[config.mk]
export PLATFORM = sky130hd
export DESIGN_NAME = ggr_register_bank
export DESIGN_NICKNAME = d
export VERILOG_FILES = /design/src/logic/ggr_pkg.sv /design/src/logic/ggr_register_bank.sv
export SDC_FILE = /design/constraint.sdc
export NUM_CORES = 1
export LEC_CHECK = 0
export BUFFER_PORTS_ARGS = -buffer_cell sky130_fd_sc_hd__buf_2
export CAP_MARGIN = 30
export CORE_MARGIN = 3
export CORE_UTILIZATION = 39
export DETAILED_ROUTE_END_ITERATION = 10
export HOLD_SLACK_MARGIN = 0.05
export PLACE_DENSITY = 0.63
export SYNTH_ARGS = -nofsm -noshare
export SYNTH_HDL_FRONTEND = slang
export SYNTH_SLANG_ARGS = --single-unit
[constraint.sdc]
create_clock -name ref_clk -period 10.8 [get_ports ref_clk]
set_clock_uncertainty 0.2 [all_clocks]
set_input_delay 0.54 -clock ref_clk [delete_from_list [all_inputs] [get_ports ref_clk]]
set_output_delay 0.54 -clock ref_clk [all_outputs]
set_load 0.005 [all_outputs]
[src/logic/ggr_pkg.sv]
`default_nettype none
package ggr_pkg;
  // Byte register offsets
  localparam logic [7:0] ADDR_STATUS = 8'h00;
  localparam logic [7:0] ADDR_CTRL = 8'h01;
  localparam logic [7:0] ADDR_ACC_HI = 8'h02;
  localparam logic [7:0] ADDR_ACC_LO = 8'h03;
  localparam logic [7:0] ADDR_CHG_UP_HI = 8'h04;
  localparam logic [7:0] ADDR_CHG_UP_LO = 8'h05;
  localparam logic [7:0] ADDR_CHG_DN_HI = 8'h06;
  localparam logic [7:0] ADDR_CHG_DN_LO = 8'h07;
  localparam logic [7:0] ADDR_VOLT_HI = 8'h08;
  localparam logic [7:0] ADDR_VOLT_LO = 8'h09;
  localparam logic [7:0] ADDR_VUP_HI = 8'h0a;
  localparam logic [7:0] ADDR_VUP_LO = 8'h0b;
  localparam logic [7:0] ADDR_VDN_HI = 8'h0c;
  localparam logic [7:0] ADDR_VDN_LO = 8'h0d;
  localparam logic [7:0] ADDR_AMP_HI = 8'h0e;
  localparam logic [7:0] ADDR_AMP_LO = 8'h0f;
  localparam logic [7:0] ADDR_AUP_HI = 8'h10;
  localparam logic [7:0] ADDR_AUP_LO = 8'h11;
  localparam logic [7:0] ADDR_ADN_HI = 8'h12;
  localparam logic [7:0] ADDR_ADN_LO = 8'h13;
  localparam logic [7:0] ADDR_TEMP_HI = 8'h14;
  localparam logic [7:0] ADDR_TEMP_LO = 8'h15;
  localparam logic [7:0] ADDR_TUP = 8'h16;
  localparam logic [7:0] ADDR_TDN = 8'h17;
  // Status bit positions
  localparam int ST_AMP = 6;
  localparam int ST_WRAP = 5;
  localparam int ST_TEMP = 4;
  localparam int ST_CHG_HI = 3;
  localparam int ST_CHG_LO = 2;
  localparam int ST_VOLT = 1;
  localparam int ST_DROOP = 0;
  // Control fields
  localparam int CTRL_MODE_POS = 6;
  localparam int CTRL_PRESC_POS = 3;
  localparam int CTRL_PIN_POS = 1;
  localparam int CTRL_SHDN_POS = 0;
  // Reset values
  localparam logic [7:0] RST_STATUS = 8'h01;
  localparam logic [7:0] RST_CTRL = 8'h3c;
  localparam logic [15:0] RST_ACC = 16'h7fff;
  localparam logic [15:0] RST_UPPER = 16'hffff;
  localparam logic [15:0] RST_LOWER = 16'h0000;
  localparam logic [7:0] RST_TUP = 8'hff;
  localparam logic [7:0] RST_TDN = 8'h00;
  localparam logic [15:0] ACC_FULL = 16'hffff;
  typedef enum logic [1:0] {
    MODE_SLEEP = 2'b00,
    MODE_SINGLE = 2'b01,
    MODE_SCAN = 2'b10,
    MODE_CONT = 2'b11
  } ggr_mode_t;
  typedef enum logic [1:0] {
    PIN_OFF = 2'b00,
    PIN_CHG_DONE = 2'b01,
    PIN_ALERT = 2'b10,
    PIN_BAD = 2'b11
  } ggr_pin_t;
  // Timing
  localparam longint CLK_HZ = 64'd200_000_000;
  localparam longint SCAN_PERIOD_S = 64'd10;
  localparam longint SCAN_CYCLES_DEF = SCAN_PERIOD_S * CLK_HZ;
  // Prescaler top value (factor minus one) per code
  function automatic logic [11:0] ggr_presc_top(input logic [2:0] code);
    case (code)
      3'h0: ggr_presc_top = 12'h000;
      3'h1: ggr_presc_top = 12'h003;
      3'h2: ggr_presc_top = 12'h00f;
      3'h3: ggr_presc_top = 12'h03f;
      3'h4: ggr_presc_top = 12'h0ff;
      3'h5: ggr_presc_top = 12'h3ff;
      default: ggr_presc_top = 12'hfff;
    endcase
  endfunction : ggr_presc_top
endpackage : ggr_pkg
`default_nettype wire

[src/logic/ggr_register_bank.sv]
`timescale 1ns/10ps
`default_nettype none
module ggr_register_bank #(
  parameter logic [30:0] SCAN_CYCLES = 31'(ggr_pkg::SCAN_CYCLES_DEF)
) (
  input wire logic ref_clk,
  input wire logic srst,
  input wire logic [7:0] regAddr,
  input wire logic regWrEn,
  input wire logic [7:0] regWrData,
  input wire logic regRdEn,
  output logic [7:0] regRdData,
  input wire logic alertResponseDone,
  input wire logic chargeTickUp,
  input wire logic chargeTickDown,
  input wire logic supplyDroop,
  output logic convStart,
  input wire logic voltDone,
  input wire logic [15:0] voltIn,
  input wire logic ampDone,
  input wire logic [15:0] ampIn,
  input wire logic tempDone,
  input wire logic [15:0] tempIn,
  output logic analogEnable,
  input wire logic alertPinIn,
  output logic alertPinOut,
  output logic alertPinOe
);
  import ggr_pkg::*;

  typedef struct packed {
    logic [7:0] status;
    logic [7:0] ctrl;
    logic [15:0] acc;
    logic [15:0] chgUp;
    logic [15:0] chgDn;
    logic [15:0] volt;
    logic [15:0] voltUp;
    logic [15:0] voltDn;
    logic [15:0] amp;
    logic [15:0] ampUp;
    logic [15:0] ampDn;
    logic [15:0] temp;
    logic [7:0] tempUp;
    logic [7:0] tempDn;
    logic [11:0] presc;
    logic [30:0] scanCnt;
    logic convBusy;
    logic singlePending;
    logic alertLatched;
    logic convStart;
    logic [7:0] rdData;
    logic [7:0] shadow;
    logic [7:0] shadowAddr;
  } ggr_state_t;

  ggr_state_t st;
  ggr_state_t next_st;
  logic [7:0] setBits;
  logic halt;
  logic loadReq;
  logic stepUp;
  logic stepDown;
  logic [15:0] accStep;
  logic [11:0] prescTop;
  ggr_mode_t mode;
  ggr_pin_t pinMode;

  assign mode = ggr_mode_t'(st.ctrl[CTRL_MODE_POS +: 2]);
  assign pinMode = ggr_pin_t'(st.ctrl[CTRL_PIN_POS +: 2]);
  assign halt = st.ctrl[CTRL_SHDN_POS] | supplyDroop;
  assign loadReq = (pinMode == PIN_CHG_DONE) & ~alertPinIn;
  assign prescTop = ggr_presc_top(st.ctrl[CTRL_PRESC_POS +: 3]);

  always_comb begin
    next_st = st;
    setBits = 8'h00;
    stepUp = 1'b0;
    stepDown = 1'b0;
    accStep = st.acc;
    next_st.convStart = 1'b0;

    // Prescaler: residual below one count is simply held, and dropped on halt
    if (halt) begin
      next_st.presc = 12'h000;
    end else if (chargeTickUp && !chargeTickDown) begin
      if (st.presc >= prescTop) begin
        next_st.presc = 12'h000;
        stepUp = 1'b1;
      end else begin
        next_st.presc = st.presc + 12'h001;
      end
    end else if (chargeTickDown && !chargeTickUp) begin
      if (st.presc == 12'h000) begin
        next_st.presc = prescTop;
        stepDown = 1'b1;
      end else begin
        next_st.presc = st.presc - 12'h001;
      end
    end

    if (stepUp) begin
      accStep = st.acc + 16'h0001;
      if (st.acc == 16'hffff) begin
        setBits[ST_WRAP] = 1'b1;
      end
    end else if (stepDown) begin
      accStep = st.acc - 16'h0001;
      if (st.acc == 16'h0000) begin
        setBits[ST_WRAP] = 1'b1;
      end
    end
    if (stepUp || stepDown) begin
      next_st.acc = accStep;
      if (accStep > st.chgUp) begin
        setBits[ST_CHG_HI] = 1'b1;
      end
      if (accStep < st.chgDn) begin
        setBits[ST_CHG_LO] = 1'b1;
      end
    end
    if (loadReq) begin
      next_st.acc = ACC_FULL;
    end

    // Results are compared only on their completion strobe
    if (voltDone) begin
      next_st.volt = voltIn;
      if (voltIn > st.voltUp || voltIn < st.voltDn) begin
        setBits[ST_VOLT] = 1'b1;
      end
    end
    if (ampDone) begin
      next_st.amp = ampIn;
      if (ampIn > st.ampUp || ampIn < st.ampDn) begin
        setBits[ST_AMP] = 1'b1;
      end
    end
    if (tempDone) begin
      next_st.temp = tempIn;
      if (tempIn[15:8] > st.tempUp || tempIn[15:8] < st.tempDn) begin
        setBits[ST_TEMP] = 1'b1;
      end
    end
    if (supplyDroop) begin
      setBits[ST_DROOP] = 1'b1;
    end

    // Conversion sequencing; a set ends with its temperature result
    if (tempDone) begin
      next_st.convBusy = 1'b0;
    end
    if (st.scanCnt != 31'd0) begin
      next_st.scanCnt = st.scanCnt - 31'd1;
    end
    if (!halt && !st.convBusy && !st.convStart) begin
      case (mode)
        MODE_CONT: begin
          next_st.convStart = 1'b1;
        end
        MODE_SCAN: begin
          if (st.scanCnt == 31'd0) begin
            next_st.convStart = 1'b1;
            next_st.scanCnt = SCAN_CYCLES - 31'd1;
          end
        end
        MODE_SINGLE: begin
          if (st.singlePending) begin
            next_st.convStart = 1'b1;
            next_st.singlePending = 1'b0;
          end
        end
        MODE_SLEEP: begin
          next_st.singlePending = 1'b0;
        end
        default: begin
          next_st.singlePending = 1'b0;
        end
      endcase
    end
    if (next_st.convStart) begin
      next_st.convBusy = 1'b1;
    end

    // Register reads; the status clear loses to a same-cycle event
    if (regRdEn) begin
      case (regAddr)
        ADDR_STATUS: next_st.rdData = st.status;
        ADDR_CTRL: next_st.rdData = st.ctrl;
        ADDR_ACC_HI: next_st.rdData = st.acc[15:8];
        ADDR_CHG_UP_HI: next_st.rdData = st.chgUp[15:8];
        ADDR_CHG_UP_LO: next_st.rdData = st.chgUp[7:0];
        ADDR_CHG_DN_HI: next_st.rdData = st.chgDn[15:8];
        ADDR_CHG_DN_LO: next_st.rdData = st.chgDn[7:0];
        ADDR_VOLT_HI: next_st.rdData = st.volt[15:8];
        ADDR_VUP_HI: next_st.rdData = st.voltUp[15:8];
        ADDR_VUP_LO: next_st.rdData = st.voltUp[7:0];
        ADDR_VDN_HI: next_st.rdData = st.voltDn[15:8];
        ADDR_VDN_LO: next_st.rdData = st.voltDn[7:0];
        ADDR_AMP_HI: next_st.rdData = st.amp[15:8];
        ADDR_AUP_HI: next_st.rdData = st.ampUp[15:8];
        ADDR_AUP_LO: next_st.rdData = st.ampUp[7:0];
        ADDR_ADN_HI: next_st.rdData = st.ampDn[15:8];
        ADDR_ADN_LO: next_st.rdData = st.ampDn[7:0];
        ADDR_TEMP_HI: next_st.rdData = st.temp[15:8];
        ADDR_TUP: next_st.rdData = st.tempUp;
        ADDR_TDN: next_st.rdData = st.tempDn;
        ADDR_ACC_LO, ADDR_VOLT_LO, ADDR_AMP_LO, ADDR_TEMP_LO: begin
          if (st.shadowAddr == regAddr) begin
            next_st.rdData = st.shadow;
          end else begin
            case (regAddr)
              ADDR_ACC_LO: next_st.rdData = st.acc[7:0];
              ADDR_VOLT_LO: next_st.rdData = st.volt[7:0];
              ADDR_AMP_LO: next_st.rdData = st.amp[7:0];
              default: next_st.rdData = st.temp[7:0];
            endcase
          end
          next_st.shadowAddr = 8'hff;
        end
        default: next_st.rdData = 8'h00;
      endcase
      // Capture the partner byte when the MSB is read
      case (regAddr)
        ADDR_ACC_HI: begin
          next_st.shadow = st.acc[7:0];
          next_st.shadowAddr = ADDR_ACC_LO;
        end
        ADDR_VOLT_HI: begin
          next_st.shadow = st.volt[7:0];
          next_st.shadowAddr = ADDR_VOLT_LO;
        end
        ADDR_AMP_HI: begin
          next_st.shadow = st.amp[7:0];
          next_st.shadowAddr = ADDR_AMP_LO;
        end
        ADDR_TEMP_HI: begin
          next_st.shadow = st.temp[7:0];
          next_st.shadowAddr = ADDR_TEMP_LO;
        end
        default: begin
        end
      endcase
    end
    if (regRdEn && regAddr == ADDR_STATUS) begin
      next_st.status = setBits;
    end else begin
      next_st.status = st.status | setBits;
    end

    // Register writes; result registers ignore writes
    if (regWrEn) begin
      case (regAddr)
        ADDR_CTRL: begin
          next_st.ctrl = regWrData;
          if (regWrData[CTRL_MODE_POS +: 2] == MODE_SINGLE) begin
            next_st.singlePending = 1'b1;
          end
        end
        ADDR_ACC_HI: next_st.acc[15:8] = regWrData;
        ADDR_ACC_LO: next_st.acc[7:0] = regWrData;
        ADDR_CHG_UP_HI: next_st.chgUp[15:8] = regWrData;
        ADDR_CHG_UP_LO: next_st.chgUp[7:0] = regWrData;
        ADDR_CHG_DN_HI: next_st.chgDn[15:8] = regWrData;
        ADDR_CHG_DN_LO: next_st.chgDn[7:0] = regWrData;
        ADDR_VUP_HI: next_st.voltUp[15:8] = regWrData;
        ADDR_VUP_LO: next_st.voltUp[7:0] = regWrData;
        ADDR_VDN_HI: next_st.voltDn[15:8] = regWrData;
        ADDR_VDN_LO: next_st.voltDn[7:0] = regWrData;
        ADDR_AUP_HI: next_st.ampUp[15:8] = regWrData;
        ADDR_AUP_LO: next_st.ampUp[7:0] = regWrData;
        ADDR_ADN_HI: next_st.ampDn[15:8] = regWrData;
        ADDR_ADN_LO: next_st.ampDn[7:0] = regWrData;
        ADDR_TUP: next_st.tempUp = regWrData;
        ADDR_TDN: next_st.tempDn = regWrData;
        default: begin
        end
      endcase
    end

    // Latched alert ignores later pin reconfiguration until acknowledged
    if (alertResponseDone) begin
      next_st.alertLatched = 1'b0;
    end
    if (pinMode == PIN_ALERT && (setBits[6:1] != 6'h00)) begin
      next_st.alertLatched = 1'b1;
    end
  end

  always_ff @(posedge ref_clk) begin
    if (srst) begin
      st <= '0;
      st.status <= RST_STATUS;
      st.ctrl <= RST_CTRL;
      st.acc <= RST_ACC;
      st.chgUp <= RST_UPPER;
      st.chgDn <= RST_LOWER;
      st.voltUp <= RST_UPPER;
      st.voltDn <= RST_LOWER;
      st.ampUp <= RST_UPPER;
      st.ampDn <= RST_LOWER;
      st.tempUp <= RST_TUP;
      st.tempDn <= RST_TDN;
      st.shadowAddr <= 8'hff;
    end else begin
      st <= next_st;
    end
  end

  assign regRdData = st.rdData;
  assign convStart = st.convStart;
  assign analogEnable = ~halt;
  assign alertPinOut = 1'b0;
  assign alertPinOe = st.alertLatched;
endmodule : ggr_register_bank
`default_nettype wire

==> impl_metrics.xml, run 1 <==
<?xml version="1.0" encoding="UTF-8"?>
<metrics>
  <group name="place">
    <metric name="globalplace.congestion" unit="">1.01</metric>
    <metric name="port_buffers" unit="">86</metric>
    <metric name="post-dp-hpwl" unit="mm">41.7</metric>
    <metric name="detailedPlace.worstSlack" unit="ns">5.36</metric>
    <metric name="placedCellCount" unit="">2445</metric>
    <metric name="postPlaceCellArea" unit="sq mm">0.0163</metric>
  </group>
  <group name="yosys">
    <metric name="sequential_share_of_the_synthesized_area" unit="%">33.1</metric>
    <metric name="syn-mean-instance-area" unit="sq um">8.03</metric>
    <metric name="post_synth_instance_area" unit="sq mm">0.0157</metric>
    <metric name="post-synth-top-count-cell" unit="">dfxtp_1</metric>
    <metric name="netlist_top_cells_area" unit="">dfxtp_1, ha_1, nand2_1, a21oi_1, mux2i_1</metric>
    <metric name="top_flip_flop_cell_by_instance_count_after_synthesis" unit="">dfxtp_1</metric>
    <metric name="synth_enable_flop_cells" unit="">0</metric>
    <metric name="top_cell_types_by_occurrence_after_synthesis" unit="">dfxtp_1, nand2_1, nor2_1</metric>
    <metric name="ys.warnings.count" unit="">0</metric>
    <metric name="synth_cells" unit="">1954</metric>
    <metric name="async_reset_ff_share" unit="%">0</metric>
    <metric name="ys_seq_elements" unit="">259</metric>
    <metric name="library_cell_with_the_largest_summed_area_after_synthesis" unit="">dfxtp_1</metric>
    <metric name="synth.top_cell.area_share" unit="%">33.1</metric>
    <metric name="synth_cell_type_count" unit="">89</metric>
    <metric name="synthesized_net_count" unit="">2162</metric>
  </group>
  <group name="timing">
    <metric name="postLayoutSetupSlackWorst" unit="ns">5.24</metric>
    <metric name="worst_hold_margin" unit="ns">0.0594</metric>
    <metric name="post-route-min-period" unit="ns">5.56</metric>
    <metric name="final_min_period_over_clock_period" unit="%">51.5</metric>
    <metric name="final.setup.tns" unit="ns">0</metric>
    <metric name="report.final.setup_viol" unit="">0</metric>
    <metric name="hold_viol" unit="">0</metric>
    <metric name="fmax" unit="MHz">180</metric>
    <metric name="rsz0062_at_grt" unit="">false</metric>
    <metric name="slew_headroom" unit="%">24.5</metric>
    <metric name="tightestPinTransition" unit="ns">1.12</metric>
    <metric name="finalMaxSlewViolations" unit="">0</metric>
  </group>
  <group name="clock_network">
    <metric name="h_tree_levels" unit="">1</metric>
    <metric name="clockBufferDepth" unit="">3</metric>
    <metric name="cts_made_buffers" unit="">31</metric>
    <metric name="cts_setup_buffers" unit="">0</metric>
    <metric name="tritoncts" unit="">yes</metric>
    <metric name="cts_hold_repair.buffers" unit="">17</metric>
    <metric name="root_buffer" unit="">clkbuf_16</metric>
    <metric name="worst_skew_pair.late_latency" unit="ns">0.59</metric>
    <metric name="cts.clk_slew.worst_paths" unit="ns">0.06</metric>
    <metric name="cts-resized-gates" unit="">0</metric>
    <metric name="clock_sinks" unit="">259</metric>
  </group>
  <group name="critical_path">
    <metric name="slowest_stage" unit="">a311oi_1</metric>
    <metric name="type_of_element_launching_the_critical_path" unit="">register</metric>
    <metric name="timing.setup.critical_path_class" unit="">register to register</metric>
    <metric name="critical_path.max_fanout" unit="">6</metric>
    <metric name="worst_setup_path_end_kind" unit="">register</metric>
    <metric name="required_time_at_the_worst_slack_endpoint" unit="ns">11.03</metric>
    <metric name="worst-endpoint-arrival" unit="ns">5.79</metric>
    <metric name="timing.critical_path.cells" unit="">inv_1 -&gt; ha_1 -&gt; a311oi_1 -&gt; inv_1 -&gt; ha_1 -&gt; nand2b_1 -&gt; a2111oi_0 -&gt; o21ai_0 -&gt; and3_1 -&gt; nor2_1 -&gt; mux2i_1 -&gt; o21ai_0 -&gt; ha_1 -&gt; nor2b_1 -&gt; nor3_1 -&gt; o21ai_0 -&gt; a31o_2 -&gt; a211oi_1 -&gt; a221oi_1 -&gt; nor4_1 -&gt; a41oi_1</metric>
    <metric name="critPathMaxStageDelay" unit="ns">0.47</metric>
  </group>
  <group name="detailed_routing">
    <metric name="vias" unit="">15000</metric>
    <metric name="antenna_left" unit="">0</metric>
    <metric name="routed_wirelength" unit="mm">56.5</metric>
    <metric name="via_per_inst" unit="">5.97</metric>
    <metric name="drt-wirelength-per-cell" unit="microns">22.4</metric>
    <metric name="remaining_drc_errors" unit="">0</metric>
    <metric name="number_of_search_and_repair_iterations_in_the_first_detailed_routing_pass" unit="">9</metric>
    <metric name="detail_route.iter0.violations" unit="">1703</metric>
  </group>
  <group name="run_status">
    <metric name="status" unit="">complete, no violations</metric>
  </group>
  <group name="power">
    <metric name="worst_ir_drop_vdd" unit="uV">109</metric>
    <metric name="power-per-cell-area" unit="mW/mm^2">167</metric>
    <metric name="power_leakage" unit="nW">7.28</metric>
  </group>
  <group name="die">
    <metric name="floorplan.die_area" unit="sq mm">0.0427</metric>
    <metric name="initial_core_utilization" unit="%">40.0</metric>
    <metric name="fp.coreArea" unit="sq mm">0.0392</metric>
    <metric name="floorplan.rows" unit="">72</metric>
    <metric name="die_w" unit="microns">207</metric>
    <metric name="io_pins" unit="">88</metric>
    <metric name="chipHeight" unit="microns">207</metric>
  </group>
  <group name="final_layout">
    <metric name="layout-drive-gt1-share" unit="%">9.80</metric>
    <metric name="p_r_area_growth_vs_syn" unit="%">12.4</metric>
    <metric name="layout.cells.non_filler" unit="">2519</metric>
    <metric name="antennaDiodeCount" unit="">0</metric>
    <metric name="finalNetCount" unit="">2185</metric>
    <metric name="finish.instance_area" unit="sq mm">0.0176</metric>
    <metric name="fillCellCount" unit="">3856</metric>
  </group>
  <group name="grt">
    <metric name="grt_overflow" unit="">0</metric>
    <metric name="grt_pass1_wl" unit="mm">84.9</metric>
    <metric name="track_usage" unit="%">25.9</metric>
    <metric name="grt_start_max_net_pins" unit="">79</metric>
    <metric name="antenna_violations_before_repair" unit="">4</metric>
    <metric name="first_global_vias" unit="">14000</metric>
  </group>
  <group name="job">
    <metric name="drv_cap" unit="">0</metric>
  </group>
  <group name="hold_path">
    <metric name="hold_class" unit="">input pin to register</metric>
  </group>
</metrics>
## metrics by stage
step,utilization [%],power (mW)
floorplan,-,1.64
global placement,41.6,1.78
detailed placement,41.6,1.79
CTS,45.0,2.96
global route,45.0,3.09
finish,45.0,2.95
## cell type report
type | instances | area, sq um | area share (%)
tap | 518 | 648 | 3.68
clock inverter | 19 | 297 | 1.68
clock buffer | 38 | 842 | 4.78
timing repair buffer | 120 | 731 | 4.15
multi-input combinational | 1430 | 9420 | 53.4
sequential | 259 | 5180 | 29.4
inverter | 135 | 507 | 2.87
## per-layer routing
| metal | vias to the layer above | global-route usage, % | wire length [microns] |
|---|---|---|---|
| li1 | 7073 | - | - |
| met1 | 7124 | 36.9 | 25100 |
| met2 | 713 | 37.8 | 23400 |
| met3 | 120 | 7.17 | 5930 |
| met4 | 4 | 8.44 | 2050 |
| met5 | - | 0 | 20 |
## final timing paths
kind              startpoint    endpoint  slack [ns]  cells past startpoint
setup / recovery     st[252]  alertPinOe        5.24                     21
hold / removal     voltIn[6]     st[189]        0.06                      3
hold reg to reg      st[210]     st[210]        0.26                      2
setup reg to reg     st[252]  alertPinOe        5.24                     21
## worst max-delay path, delay by kind of cell, from the launching register on
family	cells	cell delay, ns
buffers and inverters	2	0.23
AND/OR/NAND/NOR	6	1.11
flip-flops	1	0.40
multiplexers	1	0.20
AO/OA/AOI/OAI	9	2.32
adder cells (fa/ha/maj)	3	0.96
## layout by cell type, fill, tap and decap left out, types with 14 or more instances in the layout
cell type      netlist  layout
and3_1              19      19
ha_1               132     132
mux2i_1             65      65
a31oi_1             22      22
buf_4               11      18
inv_1              134     134
nand3_1            100     100
nand4_1             24      24
xnor2_1             28      28
o21ai_0             71      71
xor2_1              18      18
a22oi_1             62      62
a21oi_1            137     137
dlygate4sd3_1        0      17
nand2b_1            28      28
o211ai_1            53      53
clkbuf_16            0      31
dfxtp_1            259     259
a211oi_1            14      14
nand2_1            231     231
nor3_1              35      35
nor2_1             161     161
buf_2               16      85
## kinds of logic after synthesis
family          count (synthesis)  synth area share [%]
other cells                     1                0.0239
mux                            66                  4.22
flops                         259                  33.1
compound gates                494                  21.0
simple gates                  691                  21.7
xor+xnor                       46                  2.57
fa+ha+maj                     132                  10.5
buf+inv                       265                  6.90
## state kept, by name, summed over array words and instances, names as in the netlist
name and flops:
mode 2, alertPinOe 1, st 245, regRdData 8
pinMode 2, convStart 1
## power breakdown
| group | leakage [nW] | total (mW) | switching (mW) | internal [mW] |
|---|---|---|---|---|
| registers | 2.10 | 1.11 | 0.0883 | 1.03 |
| clock network | 0.550 | 1.16 | 0.443 | 0.722 |
| logic | 4.62 | 0.667 | 0.362 | 0.305 |
Note: power is estimated with default switching activity, not from simulation.
==> inputs of run 2 (changes only) <==
==> constraint.sdc (replaced) <==
create_clock -name ref_clk -period 5.5 [get_ports ref_clk]
set_clock_uncertainty 0.2 [all_clocks]
set_input_delay 0.275 -clock ref_clk [delete_from_list [all_inputs] [get_ports ref_clk]]
set_output_delay 0.275 -clock ref_clk [all_outputs]
set_load 0.005 [all_outputs]
==> impl_metrics.xml, run 2 (same netlist as run 1, synthesis figures left out) <==
<?xml version="1.0" encoding="UTF-8"?>
<metrics>
  <group name="detailed_routing">
    <metric name="detail_route.iter0.violations" unit="">1649</metric>
    <metric name="wl_met2" unit="mm">24.3</metric>
    <metric name="via_per_inst" unit="">5.92</metric>
    <metric name="routed_wirelength" unit="mm">57.9</metric>
    <metric name="top_signal_layer_used" unit="">met4</metric>
    <metric name="number_of_search_and_repair_iterations_in_the_first_detailed_routing_pass" unit="">6</metric>
    <metric name="vias" unit="">15300</metric>
    <metric name="antenna_left" unit="">0</metric>
    <metric name="met3_length" unit="mm">5.73</metric>
    <metric name="remaining_drc_errors" unit="">0</metric>
    <metric name="detailed_routing_wirelength_on_met1" unit="mm">26.1</metric>
    <metric name="drt-wirelength-per-cell" unit="microns">22.4</metric>
  </group>
  <group name="clock_network">
    <metric name="tritoncts" unit="">yes</metric>
    <metric name="clockBufferDepth" unit="">3</metric>
    <metric name="cts_setup_buffers" unit="">0</metric>
    <metric name="h_tree_levels" unit="">1</metric>
    <metric name="worst_skew_pair.late_latency" unit="ns">0.61</metric>
    <metric name="root_buffer" unit="">clkbuf_16</metric>
    <metric name="clock_sinks" unit="">259</metric>
    <metric name="cts.clk_slew.worst_paths" unit="ns">0.06</metric>
    <metric name="cts_made_buffers" unit="">31</metric>
  </group>
  <group name="die">
    <metric name="initial_core_utilization" unit="%">40.0</metric>
    <metric name="fp.coreArea" unit="sq mm">0.0392</metric>
    <metric name="die_w" unit="microns">207</metric>
    <metric name="floorplan.die_area" unit="sq mm">0.0427</metric>
    <metric name="io_pins" unit="">88</metric>
    <metric name="chipHeight" unit="microns">207</metric>
    <metric name="floorplan.rows" unit="">72</metric>
  </group>
  <group name="final_layout">
    <metric name="layout-drive-gt1-share" unit="%">9.88</metric>
    <metric name="layout.cells.non_filler" unit="">2586</metric>
    <metric name="register_with_the_highest_flop_count" unit="">st</metric>
    <metric name="p_r_area_growth_vs_syn" unit="%">16.6</metric>
    <metric name="fillCellCount" unit="">3807</metric>
    <metric name="mostFrequentLayoutCell" unit="">dfxtp_1</metric>
    <metric name="final_cell_mix" unit="">dfxtp_1, nand2_1, nor2_1</metric>
    <metric name="seqCellArea" unit="sq mm">0.00518</metric>
    <metric name="utilization" unit="%">46.7</metric>
    <metric name="flip_flop_count_of_the_largest_register_after_layout" unit="">245</metric>
    <metric name="finalNetCount" unit="">2250</metric>
    <metric name="multiInputGateArea" unit="sq mm">0.00944</metric>
    <metric name="finish.instance_area" unit="sq mm">0.0183</metric>
  </group>
  <group name="grt">
    <metric name="antenna_violations_before_repair" unit="">3</metric>
    <metric name="grt_start_max_net_pins" unit="">73</metric>
    <metric name="first_global_vias" unit="">14400</metric>
    <metric name="grt_overflow" unit="">0</metric>
    <metric name="track_usage" unit="%">26.7</metric>
    <metric name="grt_pass1_wl" unit="mm">88.0</metric>
  </group>
  <group name="critical_path">
    <metric name="required_time_at_the_worst_slack_endpoint" unit="ns">5.71</metric>
    <metric name="timing.critical_path.cells" unit="">inv_1 -&gt; ha_1 -&gt; a311oi_2 -&gt; inv_1 -&gt; ha_1 -&gt; nand2b_1 -&gt; a2111oi_2 -&gt; o21ai_1 -&gt; and3_1 -&gt; nor2_2 -&gt; mux2i_1 -&gt; o21ai_1 -&gt; ha_1 -&gt; nor2b_1 -&gt; nor3_1 -&gt; o21ai_0 -&gt; a31o_2 -&gt; a211oi_1 -&gt; a221oi_1 -&gt; nor4_1 -&gt; a41oi_1</metric>
    <metric name="critical_path.max_fanout" unit="">6</metric>
    <metric name="timing.setup.critical_path_class" unit="">register to register</metric>
    <metric name="type_of_element_launching_the_critical_path" unit="">register</metric>
    <metric name="critPathMaxStageDelay" unit="ns">0.40</metric>
    <metric name="cp_top_family" unit="">compound AO/OA/AOI/OAI gates</metric>
    <metric name="cp_num_buf_inv" unit="">2</metric>
    <metric name="worst-endpoint-arrival" unit="ns">5.27</metric>
    <metric name="worst_setup_path_end_kind" unit="">register</metric>
    <metric name="most_frequent_cell_on_critical_path" unit="">ha_1</metric>
    <metric name="slowest_stage" unit="">dfxtp_1</metric>
  </group>
  <group name="timing">
    <metric name="postLayoutSetupSlackWorst" unit="ns">0.437</metric>
    <metric name="final_min_period_over_clock_period" unit="%">92.1</metric>
    <metric name="finalMaxSlewViolations" unit="">0</metric>
    <metric name="hold_viol" unit="">0</metric>
    <metric name="report.final.setup_viol" unit="">0</metric>
    <metric name="final.setup.tns" unit="ns">0</metric>
    <metric name="post-route-min-period" unit="ns">5.06</metric>
    <metric name="tightestPinTransition" unit="ns">0.930</metric>
    <metric name="fmax" unit="MHz">198</metric>
    <metric name="worst_hold_margin" unit="ns">0.0649</metric>
    <metric name="slew_headroom" unit="%">37.5</metric>
  </group>
  <group name="power">
    <metric name="power_leakage" unit="nW">7.54</metric>
    <metric name="power-per-cell-area" unit="mW/mm^2">320</metric>
    <metric name="total_power" unit="mW">5.86</metric>
    <metric name="worst_ir_drop_vdd" unit="uV">223</metric>
  </group>
  <group name="place">
    <metric name="postPlaceCellArea" unit="sq mm">0.0163</metric>
    <metric name="globalplace.congestion" unit="">0.988</metric>
    <metric name="post-dp-hpwl" unit="mm">42.7</metric>
    <metric name="detailedPlace.worstSlack" unit="ns">0.350</metric>
    <metric name="placedCellCount" unit="">2449</metric>
    <metric name="port_buffers" unit="">86</metric>
  </group>
  <group name="job">
    <metric name="drv_cap" unit="">0</metric>
  </group>
  <group name="run_status">
    <metric name="status" unit="">complete, no violations</metric>
  </group>
  <group name="hold_path">
    <metric name="hold_class" unit="">input pin to register</metric>
  </group>
</metrics>
[run 2: routing by layer]
metal,GRT usage [%],vias up
met3,6.13,103
li1,-,7198
met2,40.3,637
met1,38.1,7366
met5,0,-
met4,7.71,0
[run 2: layout make-up]
| class | instances | area share, % |
|---|---|---|
| sequential | 259 | 28.3 |
| clock inverter | 17 | 1.59 |
| clock buffer | 39 | 4.62 |
| antenna | 3 | 0.0410 |
| timing repair buffer | 185 | 7.47 |
| tap | 518 | 3.54 |
| inverter | 135 | 2.77 |
| multi-input combinational | 1430 | 51.6 |
[run 2: where the power goes]
group | switching, mW | internal, mW | total, mW
combinational | 0.732 | 0.630 | 1.36
clock | 0.881 | 1.42 | 2.30
sequential | 0.177 | 2.02 | 2.19
[run 2: final timing paths]
path	slack, ns	startpoint	cells past startpoint	endpoint
max	0.44	st[252]	21	alertPinOe
min reg2reg	0.26	st[166]	2	st[166]
min	0.06	tempDone	3	st[93]
max reg2reg	0.44	st[252]	21	alertPinOe
[run 2: worst reg2reg max path, stage by stage, from the launching register on]
cell and delay, ns:
dfxtp_1 0.40, inv_1 0.15, ha_1 0.32, a311oi_2 0.26
inv_1 0.08, ha_1 0.26, nand2b_1 0.15, a2111oi_2 0.35
o21ai_1 0.18, and3_1 0.25, nor2_2 0.18, mux2i_1 0.19
o21ai_1 0.15, ha_1 0.33, nor2b_1 0.14, nor3_1 0.11
o21ai_0 0.12, a31o_2 0.27, a211oi_1 0.23, a221oi_1 0.11
nor4_1 0.31, a41oi_1 0.16
[run 2: what timing repair did]
item	4_1_cts	5_1_grt
hold endpoints to repair	163	0
hold buffers	77	0
endpoints found under the setup margin	0	3
gates resized for setup	0	8
